==> config.mk <==
export PLATFORM = sky130hd
export DESIGN_NAME = host_dma_irq_config
export DESIGN_NICKNAME = d
export VERILOG_FILES = /design/src/logic/hdic_pkg.sv /design/src/logic/host_dma_irq_config.sv
export VERILOG_INCLUDE_DIRS = /design/src /design/src/logic
export SDC_FILE = /design/constraint.sdc
export NUM_CORES = 1
export LEC_CHECK = 0
export ABC_AREA = 1
export BUFFER_PORTS_ARGS = -buffer_cell sky130_fd_sc_hd__buf_2
export CELL_PAD_IN_SITES_DETAIL_PLACEMENT = 1
export CELL_PAD_IN_SITES_GLOBAL_PLACEMENT = 2
export CORE_MARGIN = 2
export CORE_UTILIZATION = 39
export CTS_BUF_LIST = sky130_fd_sc_hd__clkbuf_4
export CTS_CLUSTER_DIAMETER = 100
export CTS_CLUSTER_SIZE = 8
export DETAILED_ROUTE_END_ITERATION = 8
export GPL_TIMING_DRIVEN = 0
export PLACE_DENSITY_LB_ADDON = 0.08
export SLEW_MARGIN = 20
export SYNTH_ARGS = -nofsm -noshare
export SYNTH_HDL_FRONTEND = slang
export SYNTH_SLANG_ARGS = --single-unit
==> constraint.sdc <==
create_clock -name i_sys_clk -period 1.95 [get_ports i_sys_clk]
set_input_delay 0.195 -clock i_sys_clk [delete_from_list [all_inputs] [get_ports i_sys_clk]]
set_output_delay 0.195 -clock i_sys_clk [all_outputs]
set_load 0.01 [all_outputs]
==> src/logic/hdic_map.svh <==
// Command codes, field positions, reset values and timing counts
// for the host DMA / interrupt configuration bank.
`ifndef HDIC_MAP_SVH
`define HDIC_MAP_SVH

`define CMD_HW_RD      8'h20
`define CMD_HW_WR      8'hA0
`define CMD_DMA_RD     8'h21
`define CMD_DMA_WR     8'hA1

`define HW_RESET       16'h0028
`define DMA_RESET      16'h0000
`define DMA_MASK       16'h00FF
`define SYNC_INIT      24'hE3_0000

`define HW_OVC_SEL     10
`define HW_ONE_IRQ     9
`define HW_ACK_MODE    8
`define HW_ONE_DMA     7
`define HW_ACK_POL     6
`define HW_REQ_POL     5
`define HW_WIDTH_HI    4
`define HW_WIDTH_LO    3
`define HW_IRQ_POL     2
`define HW_IRQ_TRIG    1
`define HW_IRQ_EN      0
`define BUS_16BIT      2'h1

`define DMA_CNT_EN     7
`define DMA_BURST_HI   6
`define DMA_BURST_LO   5
`define DMA_RUN        4
`define DMA_DIRECT     3
`define DMA_BUF_HI     2
`define DMA_BUF_LO     1
`define DMA_DIR        0

`define CLK_NS         10
`define IRQ_PULSE_NS   100
`define IRQ_PULSE_CYC  ((`IRQ_PULSE_NS + `CLK_NS - 1) / `CLK_NS)

`endif

==> src/logic/hdic_pkg.sv <==
// Types shared by the configuration bank.
// Assumes hdic_map.svh holds all numeric constants.
package hdic_pkg;
   typedef enum logic [2:0] {
      ST_IDLE = 3'h1,
      ST_WR   = 3'h2,
      ST_RD   = 3'h4
   } port_state_t;
endpackage

==> src/logic/host_dma_irq_config.sv <==
// Host hardware and DMA configuration registers behind the 16-bit
// command/data microprocessor port, plus the pin routing they steer.
// Assumes interrupt and DMA requests arrive already enabled per source.
// Contract
// - Overcurrent from digital pin or analog detector
// - Interrupts split or shared on primary pin
// - Primary acknowledge qualifies read/write strobes
// - DMA pairs split or shared on primary
// - Primary acknowledge polarity selectable, low default
// - Primary request polarity selectable, high default
// - Bus width code 01 means 16 bits
// - Primary interrupt polarity selectable, low default
// - Primary interrupt level or edge signalling
// - Global enable gates primary interrupt pin
// - Burst code selects 1, 4, 8 cycles
// - Byte counter acts only when enabled
`timescale 1ns/10ps
`include "hdic_map.svh"

module host_dma_irq_config
   import hdic_pkg::*;
(
   input  wire logic        i_sys_clk,
   input  wire logic        i_nrst,
   input  wire logic        i_cs_n,
   input  wire logic        i_rd_n,
   input  wire logic        i_wr_n,
   input  wire logic        i_a0,
   input  wire logic [15:0] i_data,
   input  wire logic        i_oc_digital,
   input  wire logic        i_oc_analog,
   input  wire logic        i_primary_dma_acknowledge,
   input  wire logic        i_secondary_dma_acknowledge_n,
   input  wire logic        i_hc_irq,
   input  wire logic        i_dc_irq,
   input  wire logic        i_hc_dma_req,
   input  wire logic        i_dc_dma_req,
   output logic      [15:0] o_data,
   output logic             o_data_oe,
   output logic             o_overcurrent,
   output logic             o_irq1,
   output logic             o_irq2_n,
   output logic             o_primary_dma_request,
   output logic             o_secondary_dma_request,
   output logic             o_hc_dack,
   output logic             o_dc_dack,
   output logic             o_dma_run,
   output logic             o_count_enable,
   output logic      [3:0]  o_burst_beats,
   output logic      [1:0]  o_buffer_sel,
   output logic             o_direct_addr,
   output logic             o_dma_write,
   output logic             o_bus_width_ok,
   output logic             o_ack_mode_ok
);

   localparam logic [23:0] SYNC_INIT = `SYNC_INIT;
   localparam logic [3:0]  PULSE_CYC = 4'(`IRQ_PULSE_CYC);

   logic [23:0]  pins;
   logic [23:0]  sync1_reg;
   logic [23:0]  sync2_reg;
   port_state_t  state_reg;
   port_state_t  state_next;
   logic [15:0]  wdata_reg;
   logic         wa0_reg;
   logic [7:0]   cmd_reg;
   logic [15:0]  hw_reg;
   logic [15:0]  dma_reg;
   logic         src_prev_reg;
   logic [3:0]   pulse_cnt_reg;
   logic [3:0]   pulse_cnt_next;

   assign pins = {i_cs_n, i_rd_n, i_wr_n, i_a0, i_oc_digital, i_oc_analog,
                  i_primary_dma_acknowledge, i_secondary_dma_acknowledge_n, i_data};

   // Bus, overcurrent and acknowledge pins see two flops before any logic reads them
   genvar g;
   generate
      for (g = 0; g < 24; g = g + 1) begin : g_sync
         always_ff @(posedge i_sys_clk or negedge i_nrst) begin
            if (!i_nrst) begin
               sync1_reg[g] <= SYNC_INIT[g];
               sync2_reg[g] <= SYNC_INIT[g];
            end else begin
               sync1_reg[g] <= pins[g];
               sync2_reg[g] <= sync1_reg[g];
            end
         end
      end
   endgenerate

   wire        cs_s    = sync2_reg[23];
   wire        rd_s    = sync2_reg[22];
   wire        wr_s    = sync2_reg[21];
   wire        a0_s    = sync2_reg[20];
   wire        ocd_s   = sync2_reg[19];
   wire        oca_s   = sync2_reg[18];
   wire        primary_dma_acknowledge_s = sync2_reg[17];
   wire        secondary_dma_acknowledge_s = sync2_reg[16];
   wire [15:0] data_s  = sync2_reg[15:0];

   wire wr_act  = !cs_s && !wr_s;
   wire rd_act  = !cs_s && !rd_s;
   wire wr_done = (state_reg == ST_WR) && !wr_act;

   // Port sequencer: a write takes effect when the strobe releases
   always_comb begin
      state_next = state_reg;
      case (state_reg)
         ST_IDLE: begin
            if (wr_act) begin
               state_next = ST_WR;
            end else if (rd_act) begin
               state_next = ST_RD;
            end
         end
         ST_WR: begin
            if (!wr_act) begin
               state_next = ST_IDLE;
            end
         end
         ST_RD: begin
            if (!rd_act) begin
               state_next = ST_IDLE;
            end
         end
         default: state_next = ST_IDLE;
      endcase
   end

   wire cmd_wr  = wr_done && wa0_reg;
   wire hw_wr   = wr_done && !wa0_reg && (cmd_reg == `CMD_HW_WR);
   wire dma_wr  = wr_done && !wa0_reg && (cmd_reg == `CMD_DMA_WR);
   wire [15:0] rd_data = (cmd_reg == `CMD_HW_RD)  ? hw_reg :
                         (cmd_reg == `CMD_DMA_RD) ? dma_reg : 16'h0000;

   // Routing and polarity terms
   wire one_irq   = hw_reg[`HW_ONE_IRQ];
   wire one_dma   = hw_reg[`HW_ONE_DMA];
   wire irq1_src  = (i_hc_irq || (one_irq && i_dc_irq))
                    && hw_reg[`HW_IRQ_EN];
   wire irq1_rise = irq1_src && !src_prev_reg;
   wire pulse_on  = (pulse_cnt_reg != 4'h0);
   wire irq1_act  = hw_reg[`HW_IRQ_TRIG] ? pulse_on : irq1_src;
   wire hc_req    = i_hc_dma_req && dma_reg[`DMA_RUN]
                    && dma_reg[`DMA_CNT_EN];
   wire primary_dma_request_act = hc_req || (one_dma && i_dc_dma_req);
   // Acknowledge mode is held at normal; the reserved code is not decoded
   wire strobe    = !rd_s || !wr_s;
   wire primary_dma_acknowledge_act = primary_dma_acknowledge_s ^ !hw_reg[`HW_ACK_POL];
   wire dc_ack    = one_dma ? primary_dma_acknowledge_act : !secondary_dma_acknowledge_s;
   wire [1:0] bcode = dma_reg[`DMA_BURST_HI:`DMA_BURST_LO];
   // Reserved burst code falls back to single cycle
   wire [3:0] beats = (bcode == 2'h1) ? 4'h4 :
                      (bcode == 2'h2) ? 4'h8 : 4'h1;

   assign pulse_cnt_next = irq1_rise ? PULSE_CYC :
                           pulse_on  ? pulse_cnt_reg - 4'h1 : 4'h0;

   always_ff @(posedge i_sys_clk or negedge i_nrst) begin
      if (!i_nrst) begin
         state_reg     <= ST_IDLE;
         wdata_reg     <= 16'h0000;
         wa0_reg       <= 1'b0;
         cmd_reg       <= 8'h00;
         src_prev_reg  <= 1'b0;
         pulse_cnt_reg <= 4'h0;
      end else begin
         state_reg     <= state_next;
         src_prev_reg  <= irq1_src;
         pulse_cnt_reg <= pulse_cnt_next;
         if (state_reg == ST_WR && wr_act) begin
            wdata_reg <= data_s;
            wa0_reg   <= a0_s;
         end
         if (cmd_wr) begin
            cmd_reg <= wdata_reg[7:0];
         end
      end
   end

   always_ff @(posedge i_sys_clk or negedge i_nrst) begin
      if (!i_nrst) begin
         hw_reg  <= `HW_RESET;
         dma_reg <= `DMA_RESET;
      end else begin
         if (hw_wr) begin
            hw_reg <= wdata_reg;
         end
         // Run bit stays set until software clears it
         if (dma_wr) begin
            dma_reg <= wdata_reg & `DMA_MASK;
         end
      end
   end

   // All outputs registered
   always_ff @(posedge i_sys_clk or negedge i_nrst) begin
      if (!i_nrst) begin
         o_data         <= 16'h0000;
         o_data_oe      <= 1'b0;
         o_overcurrent  <= 1'b0;
         o_irq1         <= 1'b1;
         o_irq2_n       <= 1'b1;
         o_primary_dma_request        <= 1'b0;
         o_secondary_dma_request        <= 1'b0;
         o_hc_dack      <= 1'b0;
         o_dc_dack      <= 1'b0;
         o_dma_run      <= 1'b0;
         o_count_enable <= 1'b0;
         o_burst_beats  <= 4'h1;
         o_buffer_sel   <= 2'h0;
         o_direct_addr  <= 1'b0;
         o_dma_write    <= 1'b0;
         o_bus_width_ok <= 1'b1;
         o_ack_mode_ok  <= 1'b1;
      end else begin
         o_data         <= rd_data;
         o_data_oe      <= (state_next == ST_RD);
         o_overcurrent  <= hw_reg[`HW_OVC_SEL] ? oca_s : ocd_s;
         o_irq1         <= irq1_act ^ !hw_reg[`HW_IRQ_POL];
         o_irq2_n       <= !(!one_irq && i_dc_irq);
         o_primary_dma_request        <= primary_dma_request_act ^ !hw_reg[`HW_REQ_POL];
         o_secondary_dma_request        <= !one_dma && i_dc_dma_req;
         o_hc_dack      <= primary_dma_acknowledge_act && strobe;
         o_dc_dack      <= dc_ack && strobe;
         o_dma_run      <= dma_reg[`DMA_RUN];
         o_count_enable <= dma_reg[`DMA_CNT_EN];
         o_burst_beats  <= beats;
         o_buffer_sel   <= dma_reg[`DMA_BUF_HI:`DMA_BUF_LO];
         o_direct_addr  <= dma_reg[`DMA_DIRECT];
         o_dma_write    <= dma_reg[`DMA_DIR];
         o_bus_width_ok <= (hw_reg[`HW_WIDTH_HI:`HW_WIDTH_LO] == `BUS_16BIT);
         o_ack_mode_ok  <= !hw_reg[`HW_ACK_MODE];
      end
   end
endmodule

==> results of run 1 <==
cells in the mapped netlist:
cell        n  area share (%)
or2_2       1            0.13
nor3_1      1            0.10
nand3b_1    1            0.16
nor2_2      1            0.13
nand3_2     1            0.21
inv_1      48             3.7
buf_4       3            0.47
nand2_1    89             6.9
dfstp_2    18             9.8
nand2_2     2            0.26
dfrtp_1   122              64
nand3_4     1            0.36
clkbuf_1    2            0.16
nand4_2     1            0.26
ha_1        2            0.52
o21ai_0     6            0.62
nor2_1     24             1.9
o21ai_1    23             2.4
a21oi_1    11             1.1
xor2_1      2            0.36
inv_2       5            0.39
nor2_8      1            0.42
conb_1      1           0.078
nand3_1    45             4.7
buf_2       6            0.62
nor2_4      2            0.47
nand4_1     1            0.13
stage by stage:
step / TNS, ps / util, % / std cells / power [mW]
floorplan: 0 / - / 420 / 3.81
global placement: -150490 / 44.2 / 631 / 4.05
detailed placement: 0 / 44.5 / 632 / 4.09
CTS: 0 / 49.5 / 692 / 6.15
global route: 0 / 49.5 / 693 / 6.43
finish: 0 / 49.5 / 693 / 6.05
where the power goes:
part | leakage (nW) | internal (mW) | total (mW) | switching, mW
Sequential | 1.77 | 3.20 | 3.42 | 0.219
Combinational | 1.09 | 0.249 | 0.651 | 0.402
Clock | 0.157 | 0.991 | 1.98 | 0.989
per-layer routing:
layer / routed length [um] / GRT usage (%)
met1: 4210 / 20.0
met2: 4420 / 26.4
met3: 352 / 4.96
met4: 219 / 7.95
met5: 0 / 0
logic make-up (layout without fill, tap and decap cells):
| family | Yosys count | after routing | synth area share [%] |
|---|---|---|---|
| flops | 140 | 140 | 73.3 |
| buf+inv | 64 | 189 | 5.39 |
| fa+ha+maj | 2 | 2 | 0.520 |
| xor+xnor | 2 | 2 | 0.364 |
| other cells | 1 | 2 | 0.0780 |
| simple gates | 171 | 171 | 16.1 |
| compound gates | 40 | 40 | 4.16 |
timing repair:
item | in CTS | in global routing
hold buffers | 29 | 0
resized for setup | 0 | 0
endpoints found under the hold margin | 155 | 0
area by class of cell:
cell class              count  area share (%)
flip-flops and latches    140            59.3
multi-input cells         216            17.2
repair buffers             94            10.9
inverters                  53            3.35
well taps                 147            3.09
clock inverters            14            2.99
clock buffers              17            2.15
plain buffers              11            1.01
diodes                      1          0.0421
path summary, 6_finish.rpt:
| path | cells after the start | from | to |
|---|---|---|---|
| setup / recovery | 8 | wr_s$_DFF_PN1_ | hw_reg[10]$_DFFE_PN0P_ |
| hold / removal | 2 | i_nrst | o_data[5]$_DFF_PN0_ |
| setup reg to reg | 8 | wr_s$_DFF_PN1_ | hw_reg[10]$_DFFE_PN0P_ |
| hold reg to reg | 0 | sync1_reg[20]$_DFF_PN0_ | a0_s$_DFF_PN0_ |
| max in group asynchronous | 3 | i_nrst | state_reg[0]$_DFF_PN1_ |
| min in group i_sys_clk | 2 | i_data[6] | sync1_reg[6]$_DFF_PN0_ |
critical path, stage by stage, from the launching register on:
cell and delay [ps]:
dfstp_2 560, inv_2 30, nand2_1 140, nand3_4 130, nor2_8 170, nand2_2 130, buf_4 200, nand2_1 80
nand2_1 50
==> flow_summary_export.csv, run 1 <==
group,metric,value,unit
yosys,synth_cell_types,27,
clock_network,htreeDepth,4,
yosys,synthesis.nets,452,
sta,layout_setup_ws,341,ps
routing,drtAntennaViolNets,0,
finish,final_cell_mix,"dfrtp_1 (122), nand2_1 (89), buf_2 (69)",
finish,largest_register_ffs,24,
floorplanning,die_h,115,um
yosys,yosys_warnings,0,
power_and_ir_drop,ir_drop,0.000509,V
routing,num_vias,3117,
yosys,syn_inst,420,
sta,rsz0062_at_grt,"no",
setup_path,crit_path_end_kind,"register",
global_route,grt_max_degree,88,
sta,setup_violations,0,
yosys,yosysSeqAreaShare,73.3,%
finish,area_growth_syn_to_layout,23.7,%
placement,dp_hpwl,6170,um
yosys,syn_area,0.00481,mm2
yosys,ys_ff_latch,140,
global_route,grt_use_total,16.3,%
finish,ff_latch_area,0.00353,mm2
clock_network,clock-sinks,140,
finish,final_common_cell,"dfrtp_1",
finish,multi_input_area,0.00102,mm2
power_and_ir_drop,p_leak,3.01,nW
setup_path,worstPathRequired,2390,ps
sta,finalMaxSlewViolations,0,
yosys,postSynthAreaPerCell,11.4,um2
routing,totalWireLength,9210,um
finish,finalInstanceArea,0.00595,mm2
sta,period_share,82.5,%
clock_network,clock_path_buffers,2,
placement,placed_area,0.00535,mm2
floorplanning,die_area,0.0132,mm2
sta,fin_worst_skew,14.4,ps
floorplanning,core.rowCount,40,
clock_network,cts_inserted_buffers,17,
finish,fill_cells,1317,
status,status,"finished, final reports clean",
setup_path,worstPathMaxFanout,10,
routing,drcViolationCount,0,
power_and_ir_drop,powerDensity,1020,mW/mm2
clock_network,cts_setup_buffers,0,
placement,pre_cts_ws,333,ps
setup_path,startpoint_type,"register",
placement,gp_congestion,0.723,
routing,dr.pass1.iters,4,
sta,whs,131,ps
placement,port_buffers,64,
floorplanning,io_pins,66,
sta,min_period,1610,ps
routing,dr.first_iter.drc_count,139,
sta,hold_viol,0,
finish,drive_gt1_share,24.6,%
global_route,overflow,0,
floorplanning,die_w,115,um
clock_network,clk_latency,550,ps
clock_network,clk_pin_slew,110,ps
sta,max_freq,622,MHz
clock_network,cts_tree,"built",
setup_path,rrSetupSlack,340,ps
run,timing.max_cap.violations,0,
finish,nets,565,
floorplanning,start_util,40.0,%
routing,post_drt_wl_per_cell,13.3,um
setup_path,criticalPathCategory,"reg2reg",
min_path,hp-class,"in2async",
global_route,grt_first_pass_wirelength,16200,um
clock_network,cts-root-buf,"clkbuf_4",
routing,viasPerCell,4.50,
global_route,grt_pass1_vias,3372,
setup_path,cp_data_arrival_time,2050,ps
global_route,antenna_found_initial,1,
floorplanning,core,0.0120,mm2
No activity file was read; power rests on OpenSTA's default activity.
==> run 2: changes to the inputs <==
Settings changed: ABC_AREA 1 to 0, CORE_UTILIZATION 39 to 43.
Clock period 1.95 ns to 1.6 ns, I/O delays scaled along.
==> flow_summary_export.csv, run 2 <==
group,metric,value,unit
sta,setup_violations,24,
setup_path,slowest_stage,"dfrtp_1",
power_and_ir_drop,finalPower,6.92,mW
power_and_ir_drop,p_leak,3.00,nW
min_path,hp-class,"in2async",
yosys,yosys_warnings,0,
global_route,grt.busiest_layer,"met2",
global_route,grt_pass1_vias,2845,
sta,min_period,1870,ps
sta,finalMaxSlewViolations,0,
yosys,synth-main-ff-cell,"dfrtp_1",
finish,nets,441,
sta,period_share,117,%
yosys,synth.most_common_cell,"dfrtp_1",
global_route,antenna_found_initial,0,
run,timing.max_cap.violations,0,
yosys,synth_enable_flop_cells,0,
power_and_ir_drop,ir_drop,0.000749,V
floorplanning,core.rowCount,38,
placement,placed_area,0.00535,mm2
routing,drtAntennaViolNets,0,
status,status,"finished, violations left",
finish,area_growth_syn_to_layout,30.9,%
routing,totalWireLength,8850,um
floorplanning,die_area,0.0120,mm2
global_route,met1_usage,21.1,%
placement,pre_cts_ws,-333,ps
yosys,syn_inst,281,
clock_network,htreeDepth,4,
setup_path,regToRegEndpoint,"hw_reg[14]$_DFFE_PN0P_",
global_route,grt_use_total,16.4,%
setup_path,worstPathCellList,"nor4_2 > nand3b_1 > and4b_1 > buf_6 > clkbuf_16 > mux2_4",
setup_path,cp.depth,6,
setup_path,cp.buffers_inverters,2,
placement,gp_congestion,0.719,
setup_path,criticalPathCategory,"reg2reg",
sta,tightest_slew,507,ps
floorplanning,die_w,109,um
routing,viasPerCell,4.69,
routing,drcViolationCount,0,
placement,placed_cells,486,
clock_network,clock-sinks,140,
yosys,postSynthAreaPerCell,17.0,um2
setup_path,worstPathRequired,2020,ps
routing,dr.first_iter.drc_count,99,
finish,final_common_cell,"dfrtp_1",
clock_network,clk_latency,530,ps
clock_network,clk_pin_slew,110,ps
global_route,gr-usage-met2,25.4,%
floorplanning,start_util,44.1,%
clock_network,cts_inserted_buffers,17,
routing,num_vias,2636,
placement,dp_hpwl,5160,um
clock_network,cts-root-buf,"clkbuf_4",
sta,hold_viol,0,
finish,drive_gt1_share,46.9,%
yosys,synth_cell_types,43,
floorplanning,io_pins,66,
yosys,synth_top_cell_by_area,"dfrtp_1",
yosys,synthesis.nets,313,
setup_path,cp_data_arrival_time,2290,ps
global_route,grt_util_met3,6.46,%
setup_path,max_stage_delay,400,ps
sta,rsz0062_at_grt,"yes",
floorplanning,core,0.0108,mm2
global_route,overflow,0,
clock_network,clock_path_buffers,2,
sta,fin_worst_skew,10.9,ps
placement,port_buffers,64,
yosys,yosysSeqAreaShare,73.8,%
routing,post_drt_wl_per_cell,15.8,um
setup_path,crit_path_start,"cmd_reg[6]$_DFFE_PN0P_",
yosys,synth_top_area_share,63.9,%
sta,max_freq,536,MHz
setup_path,cp_top_family,"simple AND/OR/NAND/NOR gates",
setup_path,crit_path_end,"hw_reg[14]$_DFFE_PN0P_",
global_route,grt_first_pass_wirelength,14200,um
yosys,ys_ff_latch,140,
clock_network,cts_tree,"built",
floorplanning,die_h,109,um
yosys,synth.area.top_cells,"dfrtp_1 (64%), dfstp_2 (9.9%), mux2_2 (8.7%)",
yosys,ys_top_cells_by_count,"dfrtp_1 (122), mux2_2 (37), dfstp_2 (18), nor2_1 (13), mux2_4 (10)",
power_and_ir_drop,powerDensity,1110,mW/mm2
setup_path,r2r-start,"cmd_reg[6]$_DFFE_PN0P_",
routing,dr.pass1.iters,4,
status,violations,"setup timing",
setup_path,startpoint_type,"register",
finish,final_cell_count_no_fill,562,
setup_path,worstPathMaxFanout,6,
sta,whs,148,ps
sta,slew_headroom,66.2,%
sta,layout_setup_ws,-266,ps
global_route,grt_max_degree,76,
finish,n_antenna_cell,0,
finish,final_cell_mix,"dfrtp_1 (121), buf_2 (63), mux2_4 (30)",
setup_path,worstRegToRegCells,6,
setup_path,rrSetupSlack,-270,ps
yosys,syn_area,0.00478,mm2
finish,finalInstanceArea,0.00625,mm2
setup_path,crit_path_end_kind,"register",
yosys,ys_async_sr_fraction,100,%
finish,largest_register_ffs,24,
-- run 2: changes by cell type in the layout (fill, tap and decap cells not counted), sizes merged, moves of 13 or more --
cell	before	now
mux2	0	49
nor2	28	14
o21ai	29	4
buf	74	87
nand2	91	3
nand3	47	0
inv	53	5
-- run 2: cell families (layout without fill, tap and decap cells) --
kind of cell	Yosys count	after routing	share of synthesized area, %
buffers and inverters	14	155	1.91
adder cells (fa/ha/maj)	2	2	0.524
flip-flops	140	140	73.8
AO/OA/AOI/OAI	15	15	2.20
other	1	1	0.0785
AND/OR/NAND/NOR	47	47	6.55
XOR/XNOR	4	4	0.733
multiplexers	58	58	14.2
-- run 2: worst min path at each step --
stage	from	end	depth (start not counted)
after floorplan	i_nrst	a0_s$_DFF_PN0_	0
after global placement	i_rd_n	sync1_reg[22]$_DFF_PN1_	1
after detailed placement	i_nrst	o_data[5]$_DFF_PN0_	1
after CTS	i_nrst	o_data_oe$_DFF_PN0_	2
after global routing	i_nrst	o_data[5]$_DFF_PN0_	2
final	i_nrst	o_data[5]$_DFF_PN0_	2
-- run 2: where the power goes --
part | switching [mW] | total [mW] | internal (mW)
logic | 0.182 | 0.443 | 0.261
registers | 0.121 | 3.85 | 3.73
clock network | 1.21 | 2.62 | 1.41
total | 1.51 | 6.92 | 5.41
-- run 2: final cells by class --
type	instances	area, um2
clock inverter	13	198
sequential	140	3530
multi-input combinational	127	1270
buffer	7	77.6
fill	1018	4590
inverter	5	18.8
clock buffer	19	143
timing repair buffer	111	847
tap	140	175
-- run 2: layer usage --
metal  up-vias  wire (um)
met2        47       4310
met1      1358       4050
met4         0        109
met5         -          0
li1       1220          -
met3        11        380
-- run 2: worst register-to-register path, stage by stage, from the launching register on --
cell       delay [ps]
dfrtp_1           400
nor4_2            280
nand3b_1          180
and4b_1           300
buf_6             150
clkbuf_16         170
mux2_4            290
-- run 2: what timing repair did --
item	CTS	global route
resized for setup	22	18
hold buffers	29	0
setup buffers	11	4
pin swaps	3	14
cloned	1	1
endpoints found under the setup margin	64	63
endpoints found under the hold margin	151	0
-- run 2: per-stage QoR --
step	util (%)	setup TNS, ps
floorplan	-	-1340
global placement	49.0	-205970
detailed placement	49.3	-13490
CTS	56.8	-7560
global route	57.7	-8470
finish	57.7	-4010
==> run 3: changes to the inputs <==
Settings changed: CORE_UTILIZATION 43 to 39.
Clock period 1.6 ns to 1.56 ns, I/O delays scaled along.
==> flow_summary_export.csv, run 3 (synthesis results as in run 2) <==
group,metric,value,unit
status,status,"finished, violations left",
status,violations,"setup timing",
routing,drtAntennaViolNets,0,
sta,setup_tns,-6460,ps
clock_network,clk_latency,540,ps
sta,max_freq,540,MHz
clock_network,cts_tree,"built",
clock_network,clock_path_buffers,2,
floorplanning,io_pins,66,
clock_network,clk_pin_slew,120,ps
run,timing.max_cap.violations,0,
routing,post_drt_wl_per_cell,16.0,um
placement,port_buffers,64,
finish,finalInstanceArea,0.00626,mm2
power_and_ir_drop,ir_drop,0.000457,V
routing,drcViolationCount,0,
setup_path,worstRegToRegCells,6,
finish,fill_cells,1183,
power_and_ir_drop,powerDensity,1090,mW/mm2
placement,placed_area,0.00539,mm2
global_route,grt_first_pass_wirelength,14800,um
sta,rsz0062_at_grt,"yes",
global_route,overflow,0,
sta,fin_worst_skew,17.0,ps
sta,finalMaxSlewViolations,0,
floorplanning,core.rowCount,40,
floorplanning,start_util,39.9,%
finish,nets,440,
sta,hold_viol,0,
setup_path,crit_path_end_kind,"register",
finish,area_growth_syn_to_layout,31.1,%
setup_path,cp_data_arrival_time,2280,ps
min_path,hp-class,"in2async",
finish,finalCoreUtilization,52.4,%
finish,n_antenna_cell,0,
global_route,grt_use_total,15.4,%
setup_path,crit_path_start,"cmd_reg[1]$_DFFE_PN0P_",
routing,num_vias,2654,
placement,gp_congestion,0.670,
finish,final_cell_mix,"dfrtp_1 (121), buf_2 (63), mux2_4 (33)",
floorplanning,core,0.0120,mm2
sta,tightest_slew,927,ps
routing,dr.pass1.iters,4,
setup_path,startpoint_type,"register",
finish,drive_gt1_share,48.9,%
global_route,antenna_found_initial,0,
clock_network,cts_inserted_buffers,17,
setup_path,max_stage_delay,410,ps
setup_path,rrSetupSlack,-290,ps
setup_path,worstPathCellList,"nor4_2 > nand3b_1 > and4b_1 > buf_6 > clkbuf_16 > mux2_4",
sta,min_period,1850,ps
setup_path,slowest_stage,"dfrtp_1",
finish,largest_register_ffs,24,
sta,layout_setup_ws,-292,ps
power_and_ir_drop,p_leak,3.00,nW
global_route,grt_max_degree,94,
floorplanning,die_w,115,um
sta,period_share,119,%
routing,totalWireLength,9060,um
setup_path,worstPathMaxFanout,5,
sta,slew_headroom,38.2,%
setup_path,crit_path_end,"hw_reg[13]$_DFFE_PN0P_",
setup_path,criticalPathCategory,"reg2reg",
routing,dr.first_iter.drc_count,103,
clock_network,htreeDepth,4,
setup_path,r2r-start,"cmd_reg[1]$_DFFE_PN0P_",
global_route,grt_pass1_vias,2800,
setup_path,worstPathRequired,1990,ps
floorplanning,die_h,115,um
setup_path,regToRegEndpoint,"hw_reg[13]$_DFFE_PN0P_",
floorplanning,die_area,0.0132,mm2
placement,dp_hpwl,5150,um
routing,viasPerCell,4.67,
clock_network,clock-sinks,140,
clock_network,cts-root-buf,"clkbuf_4",
sta,setup_violations,50,
finish,final_common_cell,"dfrtp_1",
-- run 3: cell types whose count changed in the layout (fill, tap and decap cells not counted), moves of 3 or more --
cell,change
nor2_1,-5
and2_1,-4
and2_4,+4
nor2_2,+4
buf_6,-3
clkinv_4,+3
clkinvlp_4,-3
mux2_4,+3
-- run 3: critical path, delay by kind of cell, from the launching register on --
family / cells / cell delay [ps]
AND/OR/NAND/NOR: 3 / 740
flip-flops: 1 / 410
buffers and inverters: 2 / 300
multiplexers: 1 / 300
-- run 3: power breakdown --
group / total (mW) / switching (mW) / internal [mW]
sequential: 3.96 / 0.129 / 3.83
clock: 2.39 / 1.26 / 1.13
combinational: 0.469 / 0.190 / 0.279
total: 6.81 / 1.58 / 5.23
-- run 3: what timing repair did --
item,4_1_cts,5_1_grt
setup buffers,8,6
pin swaps,3,17
gates resized for setup,15,28
hold endpoints to repair,164,0
setup endpoints to repair,64,66
gates cloned,2,1
hold buffers,29,0
-- run 3: final cells by class --
type / count / area (um2) / share of cell area (%)
flip-flops and latches: 140 / 3530 / 56.3
multi-input cells: 127 / 1320 / 21.1
repair buffers: 110 / 842 / 13.4
well taps: 147 / 184 / 2.94
clock inverters: 13 / 150 / 2.40
clock buffers: 19 / 143 / 2.28
plain buffers: 7 / 80.1 / 1.28
inverters: 5 / 18.8 / 0.300
-- run 3: stage by stage --
step	hold WS (ps)	total power, mW	cells	worst slack, ps
after floorplan	-140	4.21	281	-144
after global placement	260	4.38	492	-1580
after detailed placement	85.3	4.41	493	-386
after CTS	56.2	6.91	563	-339
after global routing	65.5	7.16	568	-405
final	94.8	6.81	568	-292
-- run 3: layer usage --
metal  vias up  part of all wire (%)  global-route usage [%]
met5         -                     0                       0
met1      1370                    43                    19.5
met4         0                   2.0                    6.75
met2        52                    51                    24.0
met3        18                   4.0                    5.24
li1       1214                     -                       -
-- run 3: how the worst min path moves through the flow --
stage | cells past startpoint | from | to | slack, ps
floorplan | 0 | i_nrst | a0_s$_DFF_PN0_ | -140
global placement | 1 | i_cs_n | sync1_reg[23]$_DFF_PN1_ | 260
global route | 2 | i_nrst | o_burst_beats[3]$_DFF_PN0_ | 70
detailed placement | 1 | i_nrst | o_burst_beats[2]$_DFF_PN0_ | 90
finish | 2 | i_nrst | o_burst_beats[3]$_DFF_PN0_ | 90
CTS | 2 | i_nrst | state_reg[2]$_DFF_PN0_ | 60
